===== config.mk =====
export PLATFORM = sky130hd
export DESIGN_NAME = bus_error_status_logger
export DESIGN_NICKNAME = d
export VERILOG_FILES = /design/src/rtl/bel_pkg.sv /design/src/rtl/bel_event_if.sv /design/src/rtl/bel_event_encoder.sv /design/src/rtl/bus_error_status_logger.sv
export SDC_FILE = /design/constraint.sdc
export NUM_CORES = 1
export LEC_CHECK = 0
export ABC_AREA = 1
export BUFFER_PORTS_ARGS = -buffer_cell sky130_fd_sc_hd__buf_4
export CAP_MARGIN = 40
export CORE_ASPECT_RATIO = 1.2
export CORE_MARGIN = 1
export CORE_UTILIZATION = 32
export DETAILED_ROUTE_END_ITERATION = 10
export GPL_ROUTABILITY_DRIVEN = 0
export HOLD_SLACK_MARGIN = 0.1
export REMOVE_ABC_BUFFERS = 1
export SYNTH_ARGS = -nofsm -noshare
export SYNTH_HDL_FRONTEND = slang
export SYNTH_SLANG_ARGS = --single-unit
export TNS_END_PERCENT = 10

===== constraint.sdc =====
create_clock -name clk -period 2.25 [get_ports clk]
set_clock_uncertainty 0.15 [all_clocks]
set_input_delay 0.45 -clock clk [delete_from_list [all_inputs] [get_ports clk]]
set_output_delay 0.45 -clock clk [all_outputs]
set_load 0.02 [all_outputs]

===== src/rtl/bel_pkg.sv =====
/*
 * Package for the bus error status logger: register indices, field
 * positions, request-type and error-class codes, reset values.
 * Assumes a single core clock domain and the plain register port.
 */
package bel_pkg;

	// -----------------------------------------------------------------
	// register map (word index on the plain register port)
	// -----------------------------------------------------------------
	localparam logic [3:0] BEL_REG_STATUS_LO = 4'h0;
	localparam logic [3:0] BEL_REG_STATUS_HI = 4'h1;
	localparam logic [3:0] BEL_REG_CTRL = 4'h2;
	localparam logic [3:0] BEL_REG_CAPTURES = 4'h3;
	localparam logic [63:0] BEL_STATUS_RESET = 64'h0;
	localparam logic [0:0] BEL_CTRL_RESET = 1'h1;

	// -----------------------------------------------------------------
	// field positions inside the 64-bit status word
	// -----------------------------------------------------------------
	localparam int BEL_CODE_LSB = 0;
	localparam int BEL_RTYPE_LSB = 19;
	localparam int BEL_ECLASS_LSB = 25;
	localparam int BEL_REDUND_BIT = 28;
	localparam int BEL_BUS_ERROR_SIGNAL_BIT = 29;
	localparam int BEL_IBINIT_BIT = 30;
	localparam int BEL_XBINIT_BIT = 35;
	localparam int BEL_RSPPAR_BIT = 36;
	localparam int BEL_SPLIT_BIT = 37;
	localparam int BEL_VALID_LSB = 57;
	localparam int BEL_VAL_BIT = 63;
	localparam int BEL_OVER_BIT = 62;
	localparam int BEL_UC_BIT = 61;
	localparam int BEL_EN_BIT = 60;
	localparam int BEL_PCC_BIT = 57;

	// writable bits: code, model fields and validity; reserved stay zero
	localparam logic [63:0] BEL_WMASK = 64'hFE00_0038_7FF8_FFFF;

	// compound bus error code template 0000 1PPT RRRR IILL
	localparam logic [15:0] BEL_CODE_BASE = 16'h0800;

	// -----------------------------------------------------------------
	// failing bus-queue request type codes
	// -----------------------------------------------------------------
	typedef enum logic [5:0] {
		BEL_DCACHE_READ_REQUEST = 6'h00,
		BEL_FETCH_DEMAND_REQUEST = 6'h02,
		BEL_FETCH_DEMAND_UNCACHED_REQUEST = 6'h03,
		BEL_READ_FOR_OWNERSHIP_REQUEST = 6'h04,
		BEL_LOCKED_OWNERSHIP_READ_REQUEST = 6'h05,
		BEL_INVALIDATE_TO_MODIFIED_REQUEST = 6'h06,
		BEL_WRITEBACK_REQUEST = 6'h08,
		BEL_COMBINING_EVICT_REQUEST = 6'h0A,
		BEL_COMBINING_LINE_REQUEST = 6'h0B,
		BEL_BRANCH_TRACE_REQUEST = 6'h0C,
		BEL_INTERRUPT_ACK_REQUEST = 6'h0D,
		BEL_L2_INVALIDATE_ALL_REQUEST = 6'h0E,
		BEL_L2_FLUSH_REQUEST = 6'h0F,
		BEL_PARTIAL_READ_REQUEST = 6'h10,
		BEL_PARTIAL_WRITE_REQUEST = 6'h12,
		BEL_SPECIAL_CYCLE_REQUEST = 6'h14,
		BEL_IO_SPACE_READ_REQUEST = 6'h18,
		BEL_IO_SPACE_WRITE_REQUEST = 6'h19,
		BEL_LOCKED_READ_REQUEST = 6'h1C,
		BEL_LOCKED_WRITE_REQUEST = 6'h1D,
		BEL_SPLIT_LOCKED_READ_REQUEST = 6'h1E
	} bel_rtype_t;

	// -----------------------------------------------------------------
	// bus error class codes
	// -----------------------------------------------------------------
	typedef enum logic [2:0] {
		BEL_HARD_ERROR_CLASS = 3'h0,
		BEL_DOUBLE_ERROR_CLASS = 3'h1,
		BEL_SECOND_ADDR_PARITY_CLASS = 3'h2,
		BEL_SINGLE_ERROR_CLASS = 3'h4,
		BEL_FIRST_ADDR_PARITY_CLASS = 3'h5
	} bel_eclass_t;

endpackage


===== src/rtl/bel_event_if.sv =====
/*
 * Interface carrying one captured bus error event from the event
 * encoder to the status register. Assumes the core clock on both ends.
 */
`timescale 1ns/1ps
`default_nettype none
interface bel_event_if;
	import bel_pkg::*;
	logic valid;
	logic [63:0] word;
	modport src (output valid, output word);
	modport dst (input valid, input word);
endinterface
`default_nettype wire


===== src/rtl/bel_event_encoder.sv =====
/*
 * Event encoder: synchronises the bus-side error inputs and folds one
 * error into a full 64-bit status image in a single register stage.
 * Assumes bus-side inputs arrive asynchronous to clk.
 */
`timescale 1ns/1ps
`default_nettype none
module bel_event_encoder
	import bel_pkg::*;
(
	input wire logic clk,
	input wire logic reset_n,
	input wire logic err_strobe,
	input wire logic [5:0] err_request,
	input wire logic [2:0] err_class,
	input wire logic [1:0] err_pp,
	input wire logic err_t,
	input wire logic [3:0] err_rrrr,
	input wire logic [1:0] err_ii,
	input wire logic [1:0] err_ll,
	input wire logic redundancy_check_mismatch,
	input wire logic bus_error_signal_out,
	input wire logic bus_initialise_signal_out,
	input wire logic bus_initialise_signal_in,
	input wire logic split_access,
	input wire logic rsp_strobe,
	input wire logic [2:0] response_status_lines,
	input wire logic response_parity_line,
	bel_event_if.src ev
);
	localparam int W = 31;

	// -----------------------------------------------------------------
	// two-stage synchroniser on every bus-side input
	// -----------------------------------------------------------------
	logic [W-1:0] raw, s1_q, s2_q;
	assign raw = {err_strobe, err_request, err_class, err_pp, err_t,
		err_rrrr, err_ii, err_ll, redundancy_check_mismatch,
		bus_error_signal_out, bus_initialise_signal_out,
		bus_initialise_signal_in, split_access, rsp_strobe,
		response_status_lines, response_parity_line};

	always_ff @(posedge clk) begin
		if (!reset_n) begin
			s1_q <= '0;
			s2_q <= '0;
		end else begin
			s1_q <= raw;
			s2_q <= s1_q;
		end
	end

	// fields of the synchronised vector
	logic strobe_s, rsp_s, par_bad, hard_split, any_ev;
	logic [5:0] req_s;
	logic [2:0] cls_s;
	assign strobe_s = s2_q[30];
	assign req_s = s2_q[29:24];
	assign cls_s = s2_q[23:21];
	assign rsp_s = s2_q[4];
	// even parity across status and parity lines is expected
	assign par_bad = rsp_s && ^s2_q[3:0];
	assign hard_split = strobe_s && s2_q[5] &&
		cls_s == BEL_HARD_ERROR_CLASS;
	assign any_ev = strobe_s || par_bad;

	// -----------------------------------------------------------------
	// build the whole image at once so fields never mix across errors
	// -----------------------------------------------------------------
	logic [63:0] img_d, img_q;
	logic valid_q;
	always_comb begin
		img_d = '0;
		// pp, t, rrrr, ii, ll sit side by side under the fixed one
		img_d[15:0] = BEL_CODE_BASE | {5'h00, s2_q[20:10]};
		if (strobe_s) begin
			img_d[BEL_RTYPE_LSB +: 6] = req_s;
			img_d[BEL_ECLASS_LSB +: 3] = cls_s;
			img_d[BEL_REDUND_BIT] = s2_q[9];
			img_d[BEL_BUS_ERROR_SIGNAL_BIT] = s2_q[8];
			img_d[BEL_IBINIT_BIT] = s2_q[7];
			img_d[BEL_XBINIT_BIT] = s2_q[6];
		end
		img_d[BEL_RSPPAR_BIT] = par_bad;
		img_d[BEL_SPLIT_BIT] = hard_split;
	end

	// one register stage: all fields captured in the same cycle
	always_ff @(posedge clk) begin
		if (!reset_n) begin
			img_q <= '0;
			valid_q <= 1'b0;
		end else begin
			img_q <= img_d;
			valid_q <= any_ev;
		end
	end

	assign ev.valid = valid_q;
	assign ev.word = img_q;

	// -----------------------------------------------------------------
	// checks
	// -----------------------------------------------------------------
	par_flag_a: assert property (
		@(posedge clk) disable iff (!reset_n)
		rsp_s && ^s2_q[3:0] |=> valid_q && img_q[BEL_RSPPAR_BIT])
		else $error("parity failure not flagged");
	split_flag_a: assert property (
		@(posedge clk) disable iff (!reset_n)
		img_q[BEL_SPLIT_BIT] |-> $past(s2_q[5]) && $past(strobe_s))
		else $error("split flag without split hard error");
	cv_parity: cover property (@(posedge clk) disable iff (!reset_n)
		valid_q && img_q[BEL_RSPPAR_BIT]);
endmodule
`default_nettype wire


===== src/rtl/bus_error_status_logger.sv =====
/*
 * Bus error status logger top: holds the 64-bit bank error status
 * register and its plain register port. Assumes a single 100 MHz core
 * clock, synchronous active-low reset and bus-side inputs from pins.
 */
`timescale 1ns/1ps
`default_nettype none
module bus_error_status_logger
	import bel_pkg::*;
(
	input wire logic clk,
	input wire logic reset_n,
	input wire logic [3:0] reg_addr,
	input wire logic [31:0] reg_wdata,
	input wire logic reg_write,
	input wire logic reg_read,
	output logic [31:0] reg_rdata,
	input wire logic err_strobe,
	input wire logic [5:0] err_request,
	input wire logic [2:0] err_class,
	input wire logic [1:0] err_pp,
	input wire logic err_t,
	input wire logic [3:0] err_rrrr,
	input wire logic [1:0] err_ii,
	input wire logic [1:0] err_ll,
	input wire logic redundancy_check_mismatch,
	input wire logic bus_error_signal_out,
	input wire logic bus_initialise_signal_out,
	input wire logic bus_initialise_signal_in,
	input wire logic split_access,
	input wire logic rsp_strobe,
	input wire logic [2:0] response_status_lines,
	input wire logic response_parity_line,
	output logic error_logged
);

	// -----------------------------------------------------------------
	// event capture
	// -----------------------------------------------------------------
	bel_event_if ev ();

	bel_event_encoder u_enc (
		.clk(clk),
		.reset_n(reset_n),
		.err_strobe(err_strobe),
		.err_request(err_request),
		.err_class(err_class),
		.err_pp(err_pp),
		.err_t(err_t),
		.err_rrrr(err_rrrr),
		.err_ii(err_ii),
		.err_ll(err_ll),
		.redundancy_check_mismatch(redundancy_check_mismatch),
		.bus_error_signal_out(bus_error_signal_out),
		.bus_initialise_signal_out(bus_initialise_signal_out),
		.bus_initialise_signal_in(bus_initialise_signal_in),
		.split_access(split_access),
		.rsp_strobe(rsp_strobe),
		.response_status_lines(response_status_lines),
		.response_parity_line(response_parity_line),
		.ev(ev)
	);

	// -----------------------------------------------------------------
	// control: logging enable, steers capture
	// -----------------------------------------------------------------
	logic log_en_q;
	logic [15:0] cap_cnt_q;
	logic wr_lo, wr_hi, wr_ctrl;
	assign wr_lo = reg_write && reg_addr == BEL_REG_STATUS_LO;
	assign wr_hi = reg_write && reg_addr == BEL_REG_STATUS_HI;
	assign wr_ctrl = reg_write && reg_addr == BEL_REG_CTRL;

	always_ff @(posedge clk) begin
		if (!reset_n)
			log_en_q <= BEL_CTRL_RESET;
		else if (wr_ctrl)
			log_en_q <= reg_wdata[0];
	end

	// -----------------------------------------------------------------
	// status register: hardware capture wins over software write
	// -----------------------------------------------------------------
	logic [63:0] status_q, status_d, sw_d;
	logic capture;
	assign capture = ev.valid && log_en_q;

	// a capture in the cycle of a software clear keeps the held word and
	// marks overflow: the clear is lost rather than the error, the safer
	// way round for a handler that polls, reads and then clears

	always_comb begin
		sw_d = status_q;
		if (wr_lo)
			sw_d[31:0] = reg_wdata;
		if (wr_hi)
			sw_d[63:32] = reg_wdata;
		sw_d = sw_d & BEL_WMASK;
		status_d = sw_d;
		if (capture) begin
			if (status_q[BEL_VAL_BIT]) begin
				// keep first error, note the loss
				status_d = status_q;
				status_d[BEL_OVER_BIT] = 1'b1;
			end else begin
				status_d = ev.word & BEL_WMASK;
				status_d[BEL_VAL_BIT] = 1'b1;
				status_d[BEL_EN_BIT] = 1'b1;
			end
		end
	end

	always_ff @(posedge clk) begin
		if (!reset_n)
			status_q <= BEL_STATUS_RESET;
		else
			status_q <= status_d;
	end

	// count of captured errors, visible state
	always_ff @(posedge clk) begin
		if (!reset_n)
			cap_cnt_q <= '0;
		else if (capture && cap_cnt_q != 16'hFFFF)
			cap_cnt_q <= cap_cnt_q + 16'h0001;
	end

	// -----------------------------------------------------------------
	// read port: data one cycle after strobe, unmapped reads zero
	// -----------------------------------------------------------------
	always_ff @(posedge clk) begin
		if (!reset_n)
			reg_rdata <= '0;
		else if (reg_read) begin
			case (reg_addr)
				BEL_REG_STATUS_LO: reg_rdata <= status_q[31:0];
				BEL_REG_STATUS_HI: reg_rdata <= status_q[63:32];
				BEL_REG_CTRL: reg_rdata <= {31'h0, log_en_q};
				BEL_REG_CAPTURES: reg_rdata <= {16'h0, cap_cnt_q};
				default: reg_rdata <= '0;
			endcase
		end else
			reg_rdata <= '0;
	end

	assign error_logged = status_q[BEL_VAL_BIT];

	// -----------------------------------------------------------------
	// checks
	// -----------------------------------------------------------------
	// helper views of the held word
	logic [2:0] held_class;
	logic held_valid, held_over, write_any;
	assign held_class = status_q[BEL_ECLASS_LSB +: 3];
	assign held_valid = status_q[BEL_VAL_BIT];
	assign held_over = status_q[BEL_OVER_BIT];
	assign write_any = wr_lo || wr_hi;

	// reserved bits stay zero; capture of a fresh error into an empty register
	rsvd_zero_a: assert property (
		@(posedge clk) disable iff (!reset_n)
		(status_q & ~BEL_WMASK) == 64'h0)
		else $error("reserved status bit set");
	code_form_a: assert property (
		@(posedge clk) disable iff (!reset_n)
		capture && !held_valid |=> status_q[15:11] == 5'h01)
		else $error("error code not compound bus form");
	code_copy_a: assert property (
		@(posedge clk) disable iff (!reset_n)
		capture && !held_valid |=>
		status_q[15:0] == $past(ev.word[15:0]))
		else $error("error code not captured");
	rtype_copy_a: assert property (
		@(posedge clk) disable iff (!reset_n)
		capture && !held_valid |=>
		status_q[24:19] == $past(ev.word[24:19]))
		else $error("request type not captured");
	class_copy_a: assert property (
		@(posedge clk) disable iff (!reset_n)
		capture && !held_valid |=>
		status_q[27:25] == $past(ev.word[27:25]))
		else $error("error class not captured");
	flags_copy_a: assert property (
		@(posedge clk) disable iff (!reset_n)
		capture && !held_valid |=>
		status_q[30:28] == $past(ev.word[30:28]) &&
		status_q[37:35] == $past(ev.word[37:35]))
		else $error("flags captured apart from fields");
	split_hard_a: assert property (
		@(posedge clk) disable iff (!reset_n)
		capture && !held_valid && ev.word[BEL_SPLIT_BIT] |=>
		held_class == BEL_HARD_ERROR_CLASS)
		else $error("split flag with a soft error class");
	valid_set_a: assert property (
		@(posedge clk) disable iff (!reset_n)
		capture |=> held_valid)
		else $error("valid not set after capture");
	en_set_a: assert property (
		@(posedge clk) disable iff (!reset_n)
		capture && !held_valid |=> status_q[BEL_EN_BIT])
		else $error("enabled flag not set after capture");

	// holding, overflow and stickiness until software clears
	overflow_a: assert property (
		@(posedge clk) disable iff (!reset_n)
		capture && held_valid |=>
		held_over && $stable(status_q[37:0]))
		else $error("second error overwrote first");
	valid_keep_a: assert property (
		@(posedge clk) disable iff (!reset_n)
		held_valid && !wr_hi |=> held_valid)
		else $error("valid dropped without a write");
	over_keep_a: assert property (
		@(posedge clk) disable iff (!reset_n)
		held_over && !wr_hi |=> held_over)
		else $error("overflow dropped without a write");
	hold_a: assert property (
		@(posedge clk) disable iff (!reset_n)
		!capture && !write_any |=> $stable(status_q))
		else $error("status changed with no cause");

	// status writes land masked unless a capture takes the cycle; control writes land regardless
	wr_lo_land_a: assert property (
		@(posedge clk) disable iff (!reset_n)
		wr_lo && !capture |=>
		status_q[31:0] == ($past(reg_wdata) & BEL_WMASK[31:0]))
		else $error("low status write not applied");
	wr_hi_land_a: assert property (
		@(posedge clk) disable iff (!reset_n)
		wr_hi && !capture |=>
		status_q[63:32] == ($past(reg_wdata) & BEL_WMASK[63:32]))
		else $error("high status write not applied");
	ctrl_write_a: assert property (
		@(posedge clk) disable iff (!reset_n)
		wr_ctrl |=> log_en_q == $past(reg_wdata[0]))
		else $error("log enable write not applied");

	// read port: one cycle of data after the strobe, zero otherwise
	read_lat_a: assert property (
		@(posedge clk) disable iff (!reset_n)
		reg_read && reg_addr == BEL_REG_CTRL |=>
		reg_rdata == {31'h0, $past(log_en_q)})
		else $error("control readback wrong");
	read_lo_a: assert property (
		@(posedge clk) disable iff (!reset_n)
		reg_read && reg_addr == BEL_REG_STATUS_LO |=>
		reg_rdata == $past(status_q[31:0]))
		else $error("low status readback wrong");
	read_hi_a: assert property (
		@(posedge clk) disable iff (!reset_n)
		reg_read && reg_addr == BEL_REG_STATUS_HI |=>
		reg_rdata == $past(status_q[63:32]))
		else $error("high status readback wrong");
	read_cnt_a: assert property (
		@(posedge clk) disable iff (!reset_n)
		reg_read && reg_addr == BEL_REG_CAPTURES |=>
		reg_rdata == {16'h0, $past(cap_cnt_q)})
		else $error("capture count readback wrong");
	rdata_idle_a: assert property (
		@(posedge clk) disable iff (!reset_n)
		!reg_read |=> reg_rdata == 32'h0)
		else $error("read data outside its cycle");

	// capture counter: one step per capture, saturating
	count_step_a: assert property (
		@(posedge clk) disable iff (!reset_n)
		capture && cap_cnt_q != 16'hFFFF |=>
		cap_cnt_q == $past(cap_cnt_q) + 16'h0001)
		else $error("capture count did not step");
	count_hold_a: assert property (
		@(posedge clk) disable iff (!reset_n)
		!capture |=> $stable(cap_cnt_q))
		else $error("capture count moved without capture");

	// main scenarios worth seeing at least once
	cv_log: cover property (@(posedge clk) disable iff (!reset_n) capture);
	cv_over: cover property (@(posedge clk) disable iff (!reset_n)
		capture && status_q[BEL_VAL_BIT]);
	cv_clear: cover property (@(posedge clk) disable iff (!reset_n)
		status_q[BEL_VAL_BIT] ##1 !status_q[BEL_VAL_BIT]);
	cv_split: cover property (@(posedge clk) disable iff (!reset_n)
		capture && ev.word[BEL_SPLIT_BIT]);
endmodule
`default_nettype wire


==> reports/qor.yml <==
layout:
  fin_util_pct: 43.2
  fillers: 1953
  nets: 998
  antenna_cells: 0
  final_cell_count_no_fill: 1195
  drive_gt1_share_pct: 17.7
  syn_to_final_growth_pct: 30.6
grt:
  grt_use_total_pct: 14.9
  grt_use_met2_pct: 26.0
  grt_pass1_wl_um: 23300
  use_met3_pct: 4.01
  grt_pass1_vias: 4877
  antenna_found_initial: 0
  grt_busiest_layer: "met2"
  grtUsageMet1_pct: 16.9
  grt_overflow: 0
  grt_max_degree: 43
worst_hold_path:
  holdPathStages: 3
  min-delay-start: "reg_wdata[28]"
  hold_end: "status_q[60]$_SDFFE_PN0P_"
  hp-class: "in -> reg"
synth:
  yosysUniqueCellTypes: 33
  synth_edf_count: 0
  ys_seq_elements: 174
  yosysSeqAreaShare_pct: 55.2
  syn_area_per_cell_um2: 7.91
  async_reset_ff_share_pct: 0
  synth_area_leaders: "dfxtp_1, nand2_1, nand3_1, inv_1, a21oi_1"
  yosysMostFrequentCell: "nand2_1"
  syn_area_um2: 6300
  syn_inst: 797
  ys_warn_count: 0
  synth_top_area_share_pct: 55.2
  ys_top_cells_by_count: "nand2_1, dfxtp_1, inv_1"
  ys.flop_type: "dfxtp_1"
  synth_top_cell_by_area: "dfxtp_1"
route:
  antenna_left: 0
  drtIter0Drc: 228
  wl_per_cell_um: 11.4
  first_pass_iters: 4
  wirelength_um: 13600
  num_vias: 5142
  via_per_inst: 4.30
  drc: 0
worst_setup_path:
  ff2ff_setup_slack_ns: 0.40
  worstPathRequired_ns: 2.42
  crit_top_cell: "nand2_1"
  crit_family: "simple AND/OR/NAND/NOR gates"
  reg2reg_depth: 9
  critPathLaunchType: "flop"
  r2r-end: "cap_cnt_q[11]$_SDFFE_PN0P_"
  reg2reg_from: "cap_cnt_q[1]$_SDFFE_PN0P_"
  crit_path_end_kind: "flop"
  path_cells: "ha_1, nand2_1, nor2_4, nand2_2, o21ai_2, buf_4, nand2_1, nand2_1, nor2_1"
  cp.arrival_ns: 2.01
  critPathKind: "reg -> reg"
  crit_path_max_fanout: 7
  cp_slowest_cell: "dfxtp_1"
  cp_num_buf_inv: 1
  critPathMaxStageDelay_ns: 0.38
timing:
  finalSetupTns_ns: 0
  period_needed_ns: 1.85
  worst_pin_slew_ns: 0.604
  fmax_mhz: 541
  rsz0062_at_grt: "no"
  slew_headroom_pct: 59.7
  hold_violations: 0
  slew_violations: 0
  setup_violations: 0
  period_share_pct: 82.1
clock_network:
  cts_sinks: 174
  cts_tree: "built"
  cts_made_buffers: 17
  cts_max_path_buffers: 2
  clk-insertion-delay-late_ns: 0.42
  root_buffer: "clkbuf_16"
  cts_resized: 0
  clkTransAtPathRegs_ns: 0.07
  cts_htree_levels: 4
floorplan:
  start_util_pct: 33.1
  io_pins: 104
  die_h_um: 156
  core_area_um2: 19100
  rows: 55
  die_x_um: 130
  die-area_um2: 20300
power:
  p_clk_share_pct: 44.2
  p_leak_nw: 3.89
  power_frac_seq_pct: 49.7
  vdd_drop_max_v: 0.000505
  p_per_area_nw_per_um2: 780
  internal_power_mw: 4.91
  p_comb_share_pct: 6.1
  switchingPower_mw: 1.52
  sw_frac_of_total_pct: 23.6
outcome:
  outcome: "completed"
place:
  placed_cells: 1131
  io_buffers: 97
  hpwl_um: 9580
run:
  max-cap-violations: 0
[worst register-to-register path, cell delays in order (launching register included)]
cell,delay (ns)
dfxtp_1,0.38
ha_1,0.19
nand2_1,0.11
nor2_4,0.14
nand2_2,0.11
o21ai_2,0.32
buf_4,0.20
nand2_1,0.05
nand2_1,0.05
nor2_1,0.04
[power groups by stage]
stage	Combinational (mW)	Sequential, mW	Clock [mW]
after floorplan	0.151	3.26	0
final	0.392	3.19	2.84
after global routing	0.441	3.20	3.09
after detailed placement	0.352	3.26	0
after global placement	0.345	3.26	0
after CTS	0.396	3.19	2.92
[worst max path at each step]
stage | from | endpoint | slack [ns] | cells past startpoint
6_report | cap_cnt_q[1]$_SDFFE_PN0P_ | cap_cnt_q[11]$_SDFFE_PN0P_ | 0.40 | 9
5_1_grt | cap_cnt_q[1]$_SDFFE_PN0P_ | cap_cnt_q[1]$_SDFFE_PN0P_ | 0.26 | 8
4_1_cts | cap_cnt_q[1]$_SDFFE_PN0P_ | cap_cnt_q[11]$_SDFFE_PN0P_ | 0.39 | 9
3_5_place_dp | reg_addr[3] | reg_rdata[5]$_SDFF_PN0_ | 0.24 | 8
3_3_place_gp | reg_addr[3] | reg_rdata[4]$_SDFF_PN0_ | 0.24 | 8
2_1_floorplan | reg_addr[3] | status_q[12]$_SDFFE_PN0P_ | -0.37 | 6
[logic make-up after synthesis]
logic type,share of synthesized area (%)
flip-flops,55.2
XOR/XNOR,0.695
AO/OA/AOI/OAI,9.45
adder cells (fa/ha/maj),0.198
buffers and inverters,10.4
other,0.0595
AND/OR/NAND/NOR,23.9
[cells in the final DEF, fill, tap and decap left out, types with 3 or more instances in the layout]
master | netlist | layout
buf_4 | 8 | 114
nor2_4 | 3 | 3
conb_1 | 1 | 3
a21boi_0 | 7 | 7
clkbuf_16 | 0 | 17
o21ai_0 | 6 | 6
nor2_1 | 62 | 62
inv_1 | 118 | 118
clkinvlp_4 | 0 | 3
o21bai_1 | 3 | 3
dlygate4sd3_1 | 0 | 32
a21boi_1 | 16 | 16
nand4_1 | 4 | 4
inv_8 | 0 | 3
dfxtp_1 | 174 | 174
a21oi_1 | 64 | 64
inv_6 | 0 | 4
nand2_1 | 183 | 183
nand3_1 | 89 | 89
nand2_2 | 5 | 5
xnor2_1 | 4 | 4
[routing by layer]
metal	up-vias	share of wire, %
met1	2308	42
met2	98	51
met3	16	5.1
li1	2720	-
met5	-	0
met4	0	1.6
[what timing repair did]
item,CTS,global route
hold endpoints to repair,32,0
buffers inserted,0,0
hold buffers,32,0
endpoints found under the setup margin,0,0
[stage by stage]
step           setup WS, ns  hold slack, ns  total power [mW]  instance area (µm²)
3_5_place_dp          0.236           0.245              3.61                 7340
3_3_place_gp          0.239           0.242              3.61                 7320
2_1_floorplan        -0.371           0.240              3.41                 6110
5_1_grt               0.258           0.124              6.73                 8230
6_report              0.402           0.130              6.42                 8230
4_1_cts               0.388           0.114              6.51                 8230
[sequential cells by signal, summed over array words and instances, names as in the netlist]
| name | flops |
|---|---|
| u_enc.ev.valid | 1 |
| u_enc.s2_q | 31 |
| u_enc.s1_q | 31 |
| u_enc.ev.word | 27 |
| status_q | 38 |
| log_en_q | 1 |
| cap_cnt_q | 16 |
| reg_rdata | 29 |
[layout make-up]
type | instances | area, µm² | share of cell area (%)
clock buffer | 17 | 425 | 5.17
clock inverter | 15 | 149 | 1.81
inverter | 121 | 454 | 5.52
multi-input combinational | 463 | 2170 | 26.4
sequential | 174 | 3480 | 42.3
tap | 256 | 320 | 3.89
timing repair buffer | 149 | 1230 | 15.0
No activity file was read; power rests on OpenSTA's default activity.
